--- src/rtl/bfi_pkg.sv ---
// Purpose: constants shared by the bias fault interrupt logic
// Assumes: clk_sys at 200 MHz
// Notes: times kept in their own units, cycle counts derived from them
package bfi_pkg;

    localparam int CLK_MHZ = 200;

    // -------------------------------------------------------------
    // interrupt pulse timing
    // -------------------------------------------------------------
    localparam int PULSE_US = 10;
    localparam int WAIT_US = 480;
    localparam int PULSE_CYC = PULSE_US * CLK_MHZ;
    localparam int WAIT_CYC = WAIT_US * CLK_MHZ;

    // -------------------------------------------------------------
    // default masks and delays (in microseconds)
    // -------------------------------------------------------------
    localparam int UV_MASK_US = 1000;
    localparam int HICCUP_US = 10000;
    localparam int RDY_DLY0_US = 0;
    localparam int RDY_DLY1_US = 100;
    localparam int RDY_DLY2_US = 1000;
    localparam int RDY_DLY3_US = 10000;

    // -------------------------------------------------------------
    // register fields
    // -------------------------------------------------------------
    localparam int FA_OVLO = 0;
    localparam int FA_SOFT_TSD = 2;
    localparam int FA_HARD_TSD = 3;
    localparam int FB_UV = 0;
    localparam int FB_OV = 1;
    localparam int FB_OC = 2;
    localparam int PC_DLY_LO = 3;
    localparam int PC_IRQ_DIS = 5;
    localparam int RE_AUX_EN = 0;
    localparam logic [7:0] PIN_CFG_RST = 8'h20;
    localparam logic [7:0] RAIL_EN_RST = 8'h03;

    // -------------------------------------------------------------
    // clock generator roles and address choices
    // -------------------------------------------------------------
    typedef enum logic [1:0] {
        BFI_ROLE_ALONE,
        BFI_ROLE_MASTER,
        BFI_ROLE_SLAVE
    } bfi_role_type;

endpackage

--- src/rtl/bfi_counter.sv ---
// Purpose: down counter that pulses done when a loaded count expires
// Assumes: load wins over counting
// Notes: used for mask, hiccup and ready delay timing
module bfi_counter (
    // clock and reset
    input wire logic clk_sys,
    input wire logic nrst,
    // control
    input wire logic load,
    input wire logic [31:0] count,
    // status
    output logic busy,
    output logic done
);
    logic [31:0] cnt;
    logic [31:0] next_cnt;
    logic next_busy;
    logic next_done;

    always_comb begin
        next_cnt = cnt;
        next_busy = busy;
        next_done = 1'b0;
        if (load) begin
            next_cnt = count;
            next_busy = 1'b1;
        end else if (busy) begin
            if (cnt <= 32'h1) begin
                next_busy = 1'b0;
                next_done = 1'b1;
                next_cnt = 32'h0;
            end else begin
                next_cnt = cnt - 32'h1;
            end
        end
    end

    always_ff @(posedge clk_sys or negedge nrst) begin
        if (!nrst) begin
            cnt <= 32'h0;
            busy <= 1'b0;
            done <= 1'b0;
        end else begin
            cnt <= next_cnt;
            busy <= next_busy;
            done <= next_done;
        end
    end
endmodule

--- src/rtl/bfi_top.sv ---
// Purpose: fault flag latching, aux regulator control and ready/interrupt pin
// Assumes: comparator and event inputs are synchronous to clk_sys
// Notes: nrst is the supply-valid reset; int_reset is the internal reboot
//
// Operation
// - rail over-voltage sets fault_flags_b bit 1.
// - rail under-voltage sets fault_flags_b bit 0.
// - under-voltage detection masked for fixed interval from soft-start.
// - aux regulator enables on rail power-good, gated by rail_enable_reg bit 0.
// - aux target is 0.9 V plus 50 mV times six-bit code.
// - aux code reset value comes from factory configuration input.
// - aux power-good raises error only after aux soft-start done.
// - ready pin released only when bias blocks and interface ready.
// - pin_config_reg bits 4:3 select delay before ready rising edge.
// - pin_config_reg bit 5 resets to one and suppresses interrupt pulses.
// - any flag bit rising from zero raises an interrupt event.
// - interrupt drives pin low for 10 us then releases it.
// - after each pulse wait 480 us for a read, else repulse.
// - reading the causing flag register clears both flag registers.
// - internal reset sequence keeps registers and flags.
// - after reboot pulsing resumes with timing continued from trigger.
// - soft thermal shutdown stops main converter only, sets flags_a bit 2.
// - main converter held off for hiccup, restarts once cooled.
// - hard thermal shutdown runs internal reset, sets flags_a bit 3.
// - clock role fixed together with address selection.
// - alone disables shared clock, master drives it, slave follows it.
// - rail over-current sets fault_flags_b bit 2.
// - input over-voltage lockout sets fault_flags_a bit 0.
module bfi_top (
    // clock and reset
    input wire logic clk_sys,
    input wire logic nrst,
    // fault and status events
    input wire logic rail_ov,
    input wire logic rail_uv,
    input wire logic rail_oc,
    input wire logic rail_pgood,
    input wire logic rail_ss_start,
    input wire logic input_ovlo,
    input wire logic soft_tsd,
    input wire logic hard_tsd,
    input wire logic temp_cool,
    input wire logic aux_pgood,
    input wire logic aux_ss_done,
    input wire logic bias_ready,
    input wire logic iface_ready,
    // register access from the serial interface
    input wire logic pin_cfg_we,
    input wire logic [7:0] pin_cfg_wdata,
    input wire logic rail_en_we,
    input wire logic [7:0] rail_en_wdata,
    input wire logic aux_code_we,
    input wire logic [5:0] aux_code_wdata,
    input wire logic rd_flags_a,
    input wire logic rd_flags_b,
    // factory configuration and address selection
    input wire logic [5:0] rom_aux_code,
    input wire logic rom_valid,
    input wire logic [1:0] addr_sel,
    input wire logic addr_valid,
    // shared clock pin
    input wire logic osc_clk,
    input wire logic shared_clk_in,
    output logic shared_clk_out,
    output logic shared_clk_oe,
    output logic ext_clk,
    // register views
    output logic [7:0] fault_flags_a,
    output logic [7:0] fault_flags_b,
    output logic [7:0] pin_config_reg,
    output logic [7:0] rail_enable_reg,
    output logic [5:0] aux_voltage_code_reg,
    // control outputs
    output logic aux_enable,
    output logic aux_error,
    output logic main_enable,
    output logic int_reset,
    output logic [1:0] clk_role,
    // open-drain ready/interrupt pin
    output logic bias_ready_irq_out,
    output logic bias_ready_irq_oe
);
    typedef enum logic [1:0] {IRQ_IDLE, IRQ_PULSE, IRQ_WAIT} bfi_irq_type;

    // -------------------------------------------------------------
    // helpers
    // -------------------------------------------------------------
    function automatic logic [31:0] us_to_cyc(input int us);
        us_to_cyc = (us * bfi_pkg::CLK_MHZ < 1) ? 32'h1 : 32'(us * bfi_pkg::CLK_MHZ);
    endfunction

    function automatic logic [31:0] rdy_delay(input logic [1:0] sel);
        case (sel)
            2'h0: rdy_delay = us_to_cyc(bfi_pkg::RDY_DLY0_US);
            2'h1: rdy_delay = us_to_cyc(bfi_pkg::RDY_DLY1_US);
            2'h2: rdy_delay = us_to_cyc(bfi_pkg::RDY_DLY2_US);
            default: rdy_delay = us_to_cyc(bfi_pkg::RDY_DLY3_US);
        endcase
    endfunction

    // -------------------------------------------------------------
    // register and flag state
    // -------------------------------------------------------------
    logic [7:0] next_fa, next_fb, next_pc, next_re;
    logic [5:0] next_code;
    logic [7:0] fa_set, fb_set;
    logic uv_armed, next_uv_armed, rom_done, next_rom_done;
    logic clr_flags;
    logic uv_done;

    always_comb begin
        fa_set = 8'h0;
        fb_set = 8'h0;
        fa_set[bfi_pkg::FA_OVLO] = input_ovlo;
        fa_set[bfi_pkg::FA_SOFT_TSD] = soft_tsd;
        fa_set[bfi_pkg::FA_HARD_TSD] = hard_tsd;
        fb_set[bfi_pkg::FB_OV] = rail_ov;
        fb_set[bfi_pkg::FB_UV] = rail_uv && uv_armed;
        fb_set[bfi_pkg::FB_OC] = rail_oc;
        // set wins over the read clear
        next_fa = (clr_flags ? 8'h0 : fault_flags_a) | fa_set;
        next_fb = (clr_flags ? 8'h0 : fault_flags_b) | fb_set;
        next_pc = pin_cfg_we ? pin_cfg_wdata : pin_config_reg;
        next_re = rail_en_we ? rail_en_wdata : rail_enable_reg;
        next_code = aux_voltage_code_reg;
        next_rom_done = rom_done;
        if (rom_valid && !rom_done) begin
            next_code = rom_aux_code;
            next_rom_done = 1'b1;
        end else if (aux_code_we) begin
            next_code = aux_code_wdata;
        end
        next_uv_armed = uv_armed;
        if (rail_ss_start) begin
            next_uv_armed = 1'b0;
        end else if (uv_done) begin
            next_uv_armed = 1'b1;
        end
    end

    // flags and registers survive int_reset; nrst loads their reset values, and an interrupt read also clears the flags
    always_ff @(posedge clk_sys or negedge nrst) begin
        if (!nrst) begin
            fault_flags_a <= 8'h0;
            fault_flags_b <= 8'h0;
            pin_config_reg <= bfi_pkg::PIN_CFG_RST;
            rail_enable_reg <= bfi_pkg::RAIL_EN_RST;
            aux_voltage_code_reg <= 6'h0;
            rom_done <= 1'b0;
            uv_armed <= 1'b0;
        end else begin
            fault_flags_a <= next_fa;
            fault_flags_b <= next_fb;
            pin_config_reg <= next_pc;
            rail_enable_reg <= next_re;
            aux_voltage_code_reg <= next_code;
            rom_done <= next_rom_done;
            uv_armed <= next_uv_armed;
        end
    end

    bfi_counter u_uv_mask (
        .clk_sys(clk_sys),
        .nrst(nrst),
        .load(rail_ss_start),
        .count(us_to_cyc(bfi_pkg::UV_MASK_US)),
        .busy(),
        .done(uv_done)
    );

    // -------------------------------------------------------------
    // interrupt sequencer
    // -------------------------------------------------------------
    bfi_irq_type irq_st, next_irq_st;
    logic [31:0] irq_cnt, next_irq_cnt;
    logic cause_a, cause_b, next_cause_a, next_cause_b;
    logic irq_event, irq_low, irq_read;

    always_comb begin
        irq_event = |(fa_set & ~fault_flags_a) || |(fb_set & ~fault_flags_b);
        irq_read = (rd_flags_a && cause_a) || (rd_flags_b && cause_b);
        clr_flags = (irq_st != IRQ_IDLE) && irq_read;
        next_irq_st = irq_st;
        next_irq_cnt = irq_cnt;
        next_cause_a = cause_a | |(fa_set & ~fault_flags_a);
        next_cause_b = cause_b | |(fb_set & ~fault_flags_b);
        case (irq_st)
            IRQ_IDLE: begin
                if (irq_event) begin
                    next_irq_st = IRQ_PULSE;
                    next_irq_cnt = 32'(bfi_pkg::PULSE_CYC);
                end
            end
            IRQ_PULSE: begin
                // a new event keeps the running sequence
                if (irq_cnt <= 32'h1) begin
                    next_irq_st = IRQ_WAIT;
                    next_irq_cnt = 32'(bfi_pkg::WAIT_CYC);
                end else begin
                    next_irq_cnt = irq_cnt - 32'h1;
                end
            end
            default: begin
                if (irq_cnt <= 32'h1) begin
                    next_irq_st = IRQ_PULSE;
                    next_irq_cnt = 32'(bfi_pkg::PULSE_CYC);
                end else begin
                    next_irq_cnt = irq_cnt - 32'h1;
                end
            end
        endcase
        if (clr_flags) begin
            next_irq_st = IRQ_IDLE;
            next_irq_cnt = 32'h0;
            next_cause_a = 1'b0;
            next_cause_b = 1'b0;
        end
    end

    // timing not reset by int_reset, so pulsing continues after reboot
    always_ff @(posedge clk_sys or negedge nrst) begin
        if (!nrst) begin
            irq_st <= IRQ_IDLE;
            irq_cnt <= 32'h0;
            cause_a <= 1'b0;
            cause_b <= 1'b0;
        end else begin
            irq_st <= next_irq_st;
            irq_cnt <= next_irq_cnt;
            cause_a <= next_cause_a;
            cause_b <= next_cause_b;
        end
    end

    // -------------------------------------------------------------
    // ready delay, thermal and aux control
    // -------------------------------------------------------------
    logic rdy_int, rdy_q, rdy_ok, next_rdy_ok;
    logic rdy_done;
    logic hic_busy, hic_hold, next_hic_hold;
    logic next_main, next_aux_en, next_aux_err, next_int_reset, next_pin_low;

    always_comb begin
        rdy_int = bias_ready && iface_ready && !int_reset;
        next_rdy_ok = rdy_ok;
        if (!rdy_int) begin
            next_rdy_ok = 1'b0;
        end else if (rdy_done) begin
            next_rdy_ok = 1'b1;
        end
        irq_low = (irq_st == IRQ_PULSE) && !pin_config_reg[bfi_pkg::PC_IRQ_DIS];
        next_pin_low = !rdy_ok || irq_low;
        next_hic_hold = hic_hold;
        if (soft_tsd) begin
            next_hic_hold = 1'b1;
        end else if (!hic_busy && temp_cool) begin
            next_hic_hold = 1'b0;
        end
        next_main = rdy_ok && !next_hic_hold && !soft_tsd && !hard_tsd;
        next_int_reset = hard_tsd;
        next_aux_en = rail_pgood && rail_enable_reg[bfi_pkg::RE_AUX_EN];
        next_aux_err = next_aux_en && aux_ss_done && !aux_pgood;
    end

    always_ff @(posedge clk_sys or negedge nrst) begin
        if (!nrst) begin
            rdy_q <= 1'b0;
            rdy_ok <= 1'b0;
            hic_hold <= 1'b0;
            main_enable <= 1'b0;
            int_reset <= 1'b0;
            aux_enable <= 1'b0;
            aux_error <= 1'b0;
            bias_ready_irq_oe <= 1'b1;
        end else begin
            rdy_q <= rdy_int;
            rdy_ok <= next_rdy_ok;
            hic_hold <= next_hic_hold;
            main_enable <= next_main;
            int_reset <= next_int_reset;
            aux_enable <= next_aux_en;
            aux_error <= next_aux_err;
            bias_ready_irq_oe <= next_pin_low;
        end
    end

    assign bias_ready_irq_out = 1'b0;

    bfi_counter u_rdy_dly (
        .clk_sys(clk_sys),
        .nrst(nrst),
        .load(rdy_int && !rdy_q),
        .count(rdy_delay(pin_config_reg[bfi_pkg::PC_DLY_LO +: 2])),
        .busy(),
        .done(rdy_done)
    );

    bfi_counter u_hiccup (
        .clk_sys(clk_sys),
        .nrst(nrst),
        .load(soft_tsd && !hic_hold),
        .count(us_to_cyc(bfi_pkg::HICCUP_US)),
        .busy(hic_busy),
        .done()
    );

    // -------------------------------------------------------------
    // clock role
    // -------------------------------------------------------------
    logic [1:0] next_role;
    logic role_done, next_role_done;
    logic next_clk_out, next_clk_oe, next_ext;

    always_comb begin
        next_role = clk_role;
        next_role_done = role_done;
        if (addr_valid && !role_done) begin
            next_role_done = 1'b1;
            case (addr_sel)
                2'h0: next_role = bfi_pkg::BFI_ROLE_ALONE;
                2'h1: next_role = bfi_pkg::BFI_ROLE_MASTER;
                default: next_role = bfi_pkg::BFI_ROLE_SLAVE;
            endcase
        end
        next_clk_oe = role_done && (clk_role == bfi_pkg::BFI_ROLE_MASTER);
        next_clk_out = next_clk_oe && osc_clk;
        next_ext = (clk_role == bfi_pkg::BFI_ROLE_SLAVE) ? shared_clk_in : osc_clk;
    end

    always_ff @(posedge clk_sys or negedge nrst) begin
        if (!nrst) begin
            clk_role <= 2'h0;
            role_done <= 1'b0;
            shared_clk_out <= 1'b0;
            shared_clk_oe <= 1'b0;
            ext_clk <= 1'b0;
        end else begin
            clk_role <= next_role;
            role_done <= next_role_done;
            shared_clk_out <= next_clk_out;
            shared_clk_oe <= next_clk_oe;
            ext_clk <= next_ext;
        end
    end

    // -------------------------------------------------------------
    // checks
    // -------------------------------------------------------------
    a_ov_flag_set: assert property (@(posedge clk_sys) disable iff (!nrst)
        rail_ov |=> fault_flags_b[1]) else $error("ov flag not set");
    a_oc_flag_set: assert property (@(posedge clk_sys) disable iff (!nrst)
        rail_oc |=> fault_flags_b[2]) else $error("oc flag not set");
    a_uv_masked: assert property (@(posedge clk_sys) disable iff (!nrst)
        (!uv_armed && rail_uv && !fault_flags_b[0] && !clr_flags) |=> !fault_flags_b[0])
        else $error("uv flag set while masked");
    a_aux_gated: assert property (@(posedge clk_sys) disable iff (!nrst)
        !rail_enable_reg[0] |=> !aux_enable) else $error("aux on while disabled");
    a_irq_start: assert property (@(posedge clk_sys) disable iff (!nrst)
        (irq_st == IRQ_IDLE && irq_event && !clr_flags) |=> irq_st == IRQ_PULSE)
        else $error("event did not start pulse");
    a_pulse_width: assert property (@(posedge clk_sys) disable iff (!nrst)
        ($rose(irq_st == IRQ_PULSE) && !irq_read) |=> (irq_cnt == 32'(bfi_pkg::PULSE_CYC) - 1)
        || irq_st == IRQ_IDLE) else $error("pulse width wrong");
    a_read_clears: assert property (@(posedge clk_sys) disable iff (!nrst)
        clr_flags |=> fault_flags_a == $past(fa_set) && fault_flags_b == $past(fb_set))
        else $error("flags not cleared");
    a_irq_suppr: assert property (@(posedge clk_sys) disable iff (!nrst)
        (pin_config_reg[5] && rdy_ok) |=> !bias_ready_irq_oe) else $error("pulse while off");
    a_hard_tsd: assert property (@(posedge clk_sys) disable iff (!nrst)
        hard_tsd |=> int_reset && fault_flags_a[3]) else $error("hard tsd missed");
endmodule

--- config.mk ---
export PLATFORM = sky130hd
export DESIGN_NAME = bfi_top
export DESIGN_NICKNAME = d
export VERILOG_FILES = /design/src/rtl/bfi_pkg.sv /design/src/rtl/bfi_counter.sv /design/src/rtl/bfi_top.sv
export SDC_FILE = /design/constraint.sdc
export NUM_CORES = 1
export LEC_CHECK = 0
export BUFFER_PORTS_ARGS = -buffer_cell sky130_fd_sc_hd__buf_2
export CAP_MARGIN = 30
export CORE_MARGIN = 5
export CORE_UTILIZATION = 60
export DETAILED_ROUTE_END_ITERATION = 8
export GPL_TIMING_DRIVEN = 0
export HOLD_SLACK_MARGIN = 0.15
export PLACE_DENSITY = 0.81
export SLEW_MARGIN = 20
export SYNTH_ARGS = -nofsm -noshare
export SYNTH_HDL_FRONTEND = slang
export SYNTH_SLANG_ARGS = --single-unit
--- constraint.sdc ---
create_clock -name clk_sys -period 6 [get_ports clk_sys]
set_input_delay 0.9 -clock clk_sys [delete_from_list [all_inputs] [get_ports clk_sys]]
set_output_delay 0.9 -clock clk_sys [all_outputs]
set_load 0.05 [all_outputs]
==> results.toml <==
[status]
run_status = "complete, no violations"

[setup_path]
worst_r2r_startpoint = "u_uv_mask.cnt[5]$_DFFE_PN0P_"
worst-r2r-cell-count = 7
r2r-end = "u_uv_mask.cnt[2]$_DFFE_PN0P_"
cp_data_arrival_time_ns = 3.68
critical_path_class = "flip-flop to flip-flop"
startpoint_of_the_worst_setup_timing_path = "u_uv_mask.cnt[5]$_DFFE_PN0P_"
cp-end-kind = "flip-flop"
cp_max_fo = 10
reg2reg_slack_ns = 2.65
crit_path_start_kind = "flip-flop"
setup.worst_path.end = "u_uv_mask.cnt[2]$_DFFE_PN0P_"
worst_ep_required_time_ns = 6.33

[synth]
synth.lib_cells_used.distinct = 71
edff_count_synth = 0
total_number_of_yosys_warnings = 0
synth.top_cells.by_area = "dfrtp_1 (46%), o21ai_0 (3.6%), or4_1 (3.0%)"
synth_largest_area_cell = "dfrtp_1"
cells_after_synthesis = 1011
syn_area_um2 = 9660
postSynth.asyncResetShare_pct = 100
yosysTopAreaCellShare_pct = 45.8
synth-seq-area-share_pct = 46.9
synth_area_per_cell_um2 = 9.56
yosys_register_bits = 181
synthFlopType = "dfrtp_1"

[clock_tree]
root_buffer = "clkbuf_16"
cts_hold_buffers = 0
cts_tree = "done"
cts.reportedPaths.clkPinSlew_ns = 0.07
number_of_buffers_on_the_longest_clock_path = 2
number_of_buffers_created_by_cts = 17
cts.repair.resized = 0
cts.repair_timing.setup_buffer_count = 0
max_h_tree_level = 4
cts_sink_count = 181
clk-insertion-delay-late_ns = 0.44

[detailed_routing]
drt-vias-per-instance = 6.43
routed_wire_length_per_instance_um = 17.6
drt-pass1-iter-count = 6
wl_um = 24000
final_antenna_net_count = 0
drt_iter0_markers = 949
remaining_drc_errors = 0
routed-via-count = 8747

[finish]
flow.area_growth_from_synthesis_pct = 14.0
layout_cells_sized_above_1_pct = 15.5
layout.cells.most_common = "dfrtp_1"
finalNetCount = 1198
final_cell_mix = "dfrtp_1 (177), buf_2 (94), o21ai_0 (70), nand2_1 (61), nor2_1 (57)"
antennaDiodeCount = 0

[grt]
grt_first_pass_wirelength_um = 39700
grt_antenna_before_repair = 0
grt_pass1_vias = 8187
grt_start_max_net_pins = 100
grt_overall_usage_pct = 26.1
global_route.overflow_total = 0

[power_and_ir_drop]
switching_power_mw = 1.46
pwr-share-clk_pct = 27.7
vdd.ir_drop.worst_v = 0.000235
comb_power_share_pct = 29.9
share_seq_of_total_power_pct = 42.4
leak_pwr_nw = 4.73
switching_fraction_pct = 37.6
power-per-cell-area_nw_per_um2 = 353
power.internal_mw = 2.43

[timing]
setup_repair_after_global_routing_missed_its_margin = "false"
totalNegativeSetupSlack_ns = 0
hold_viol_final = 0
relSlewSlack_pct = 35.6
final-setup-viol-count = 0
fin_worst_skew_ns = 0.00788
layout_worst_path_cycle_share_pct = 55.9
tightestPinTransition_ns = 0.959
slew_viol_final = 0
fmax_mhz = 298
worst_setup_slack_after_layout_ns = 2.65
finalWorstPathRequiredPeriod_ns = 3.35

[placed_design]
placer_congestion = 0.869
buffer_ports.inserted = 88
pre_cts_slack_ns = 2.75
place_hpwl_um = 16300

[job]
max_cap_violations = 0

[floorplanning]
design.die.area_um2 = 18700
dieHeight_um = 137
initial_utilization_pct = 61.0
num_rows = 46
die_w_um = 137
fp.coreArea_um2 = 15800
ioPinCount = 103

[worst_hold_path]
min-delay-path-class = "flip-flop to flip-flop"
[synthesized netlist by cell type (6+ instances only)]
library cell  count
nor4_1           30
o311ai_0          8
xor2_1            8
clkbuf_1         41
mux2i_1           9
nor2_1           57
nand2b_1          8
a211o_1           9
nand4_1          19
or4_1            39
a21oi_1          38
o21ai_0          70
inv_1            36
or3_1            33
nor3_1           52
a22o_1           11
a221o_1           9
ha_1             13
or2_2             7
and2_1            7
o31ai_1          35
buf_4            11
o22ai_1           6
dfrtp_1         177
nand3_1          33
nand2_1          61
a21o_1           11
nor2b_1           8
o211ai_1         20
a31oi_1          36
and3_1            7
xnor2_1           6
mux2_2           17
[power by group through the flow]
stage	Sequential (mW)	Clock, mW	Combinational [mW]
2_1_floorplan	1.71	0	0.753
3_3_place_gp	1.65	0	1.10
3_5_place_dp	1.66	0	1.14
4_1_cts	1.64	1.09	1.15
5_1_grt	1.68	1.14	1.28
6_report	1.65	1.08	1.16
[critical path: stages, from the launching register on]
cell      delay (ns)
dfrtp_1         0.37
clkbuf_1        0.17
nor4_1          0.72
nand3_1         0.53
o41ai_4         0.64
buf_2           0.34
nor2_1          0.20
a22o_1          0.27
[metrics by stage]
stage	std cells	total power, mW	utilization [%]	hold slack (ns)	instance area (um^2)
final	1360	3.89	69.6	0.454	11000
after CTS	1360	3.88	69.6	0.463	11000
after detailed placement	1328	2.80	66.1	0.448	10500
after floorplan	1021	2.47	-	0.409	9700
after global routing	1360	4.11	69.6	0.483	11000
after global placement	1325	2.75	65.8	0.434	10400
[worst min path at each step]
| stage | cells after the start | from | to |
|---|---|---|---|
| CTS | 1 | u_rdy_dly.done$_DFF_PN0_ | rdy_ok$_DFFE_PN0P_ |
| finish | 1 | u_rdy_dly.done$_DFF_PN0_ | rdy_ok$_DFFE_PN0P_ |
| global route | 1 | rom_done$_DFFE_PN0P_ | rom_done$_DFFE_PN0P_ |
| global placement | 1 | u_rdy_dly.done$_DFF_PN0_ | rdy_ok$_DFFE_PN0P_ |
| floorplan | 1 | rdy_ok$_DFFE_PN0P_ | bias_ready_irq_oe$_DFF_PN1_ |
| detailed placement | 1 | u_rdy_dly.done$_DFF_PN0_ | rdy_ok$_DFFE_PN0P_ |
[area by class of cell]
class                   instances  area, um^2
plain buffers                  58         273
inverters                      36         135
repair buffers                 91         488
flip-flops and latches        181        4530
clock inverters                12         104
well taps                     216         270
multi-input cells             746        4760
clock buffers                  20         457
fillers                      1219        4810
[cells by family (layout without fill, tap and decap cells)]
family                   count (synthesis)  count (layout)  synth area share (%)
buffers and inverters                   94             217                  4.22
AO/OA/AOI/OAI                          286             286                  20.0
adder cells (fa/ha/maj)                 13              13                  1.68
AND/OR/NAND/NOR                        396             396                  23.0
other                                    1              11                0.0388
multiplexers                            26              26                  2.91
XOR/XNOR                                14              14                  1.27
flip-flops                             181             181                  46.9
[metal layers]
layer	part of all wire [%]	wire [um]	vias up	track usage (%)
li1	-	-	4093	-
met1	44	10500	4218	36.9
met2	48	11400	392	40.7
met3	7.1	1690	44	5.15
met4	1.5	369	0	8.81
met5	0	0	-	0
(Power assumes the default switching activity.)
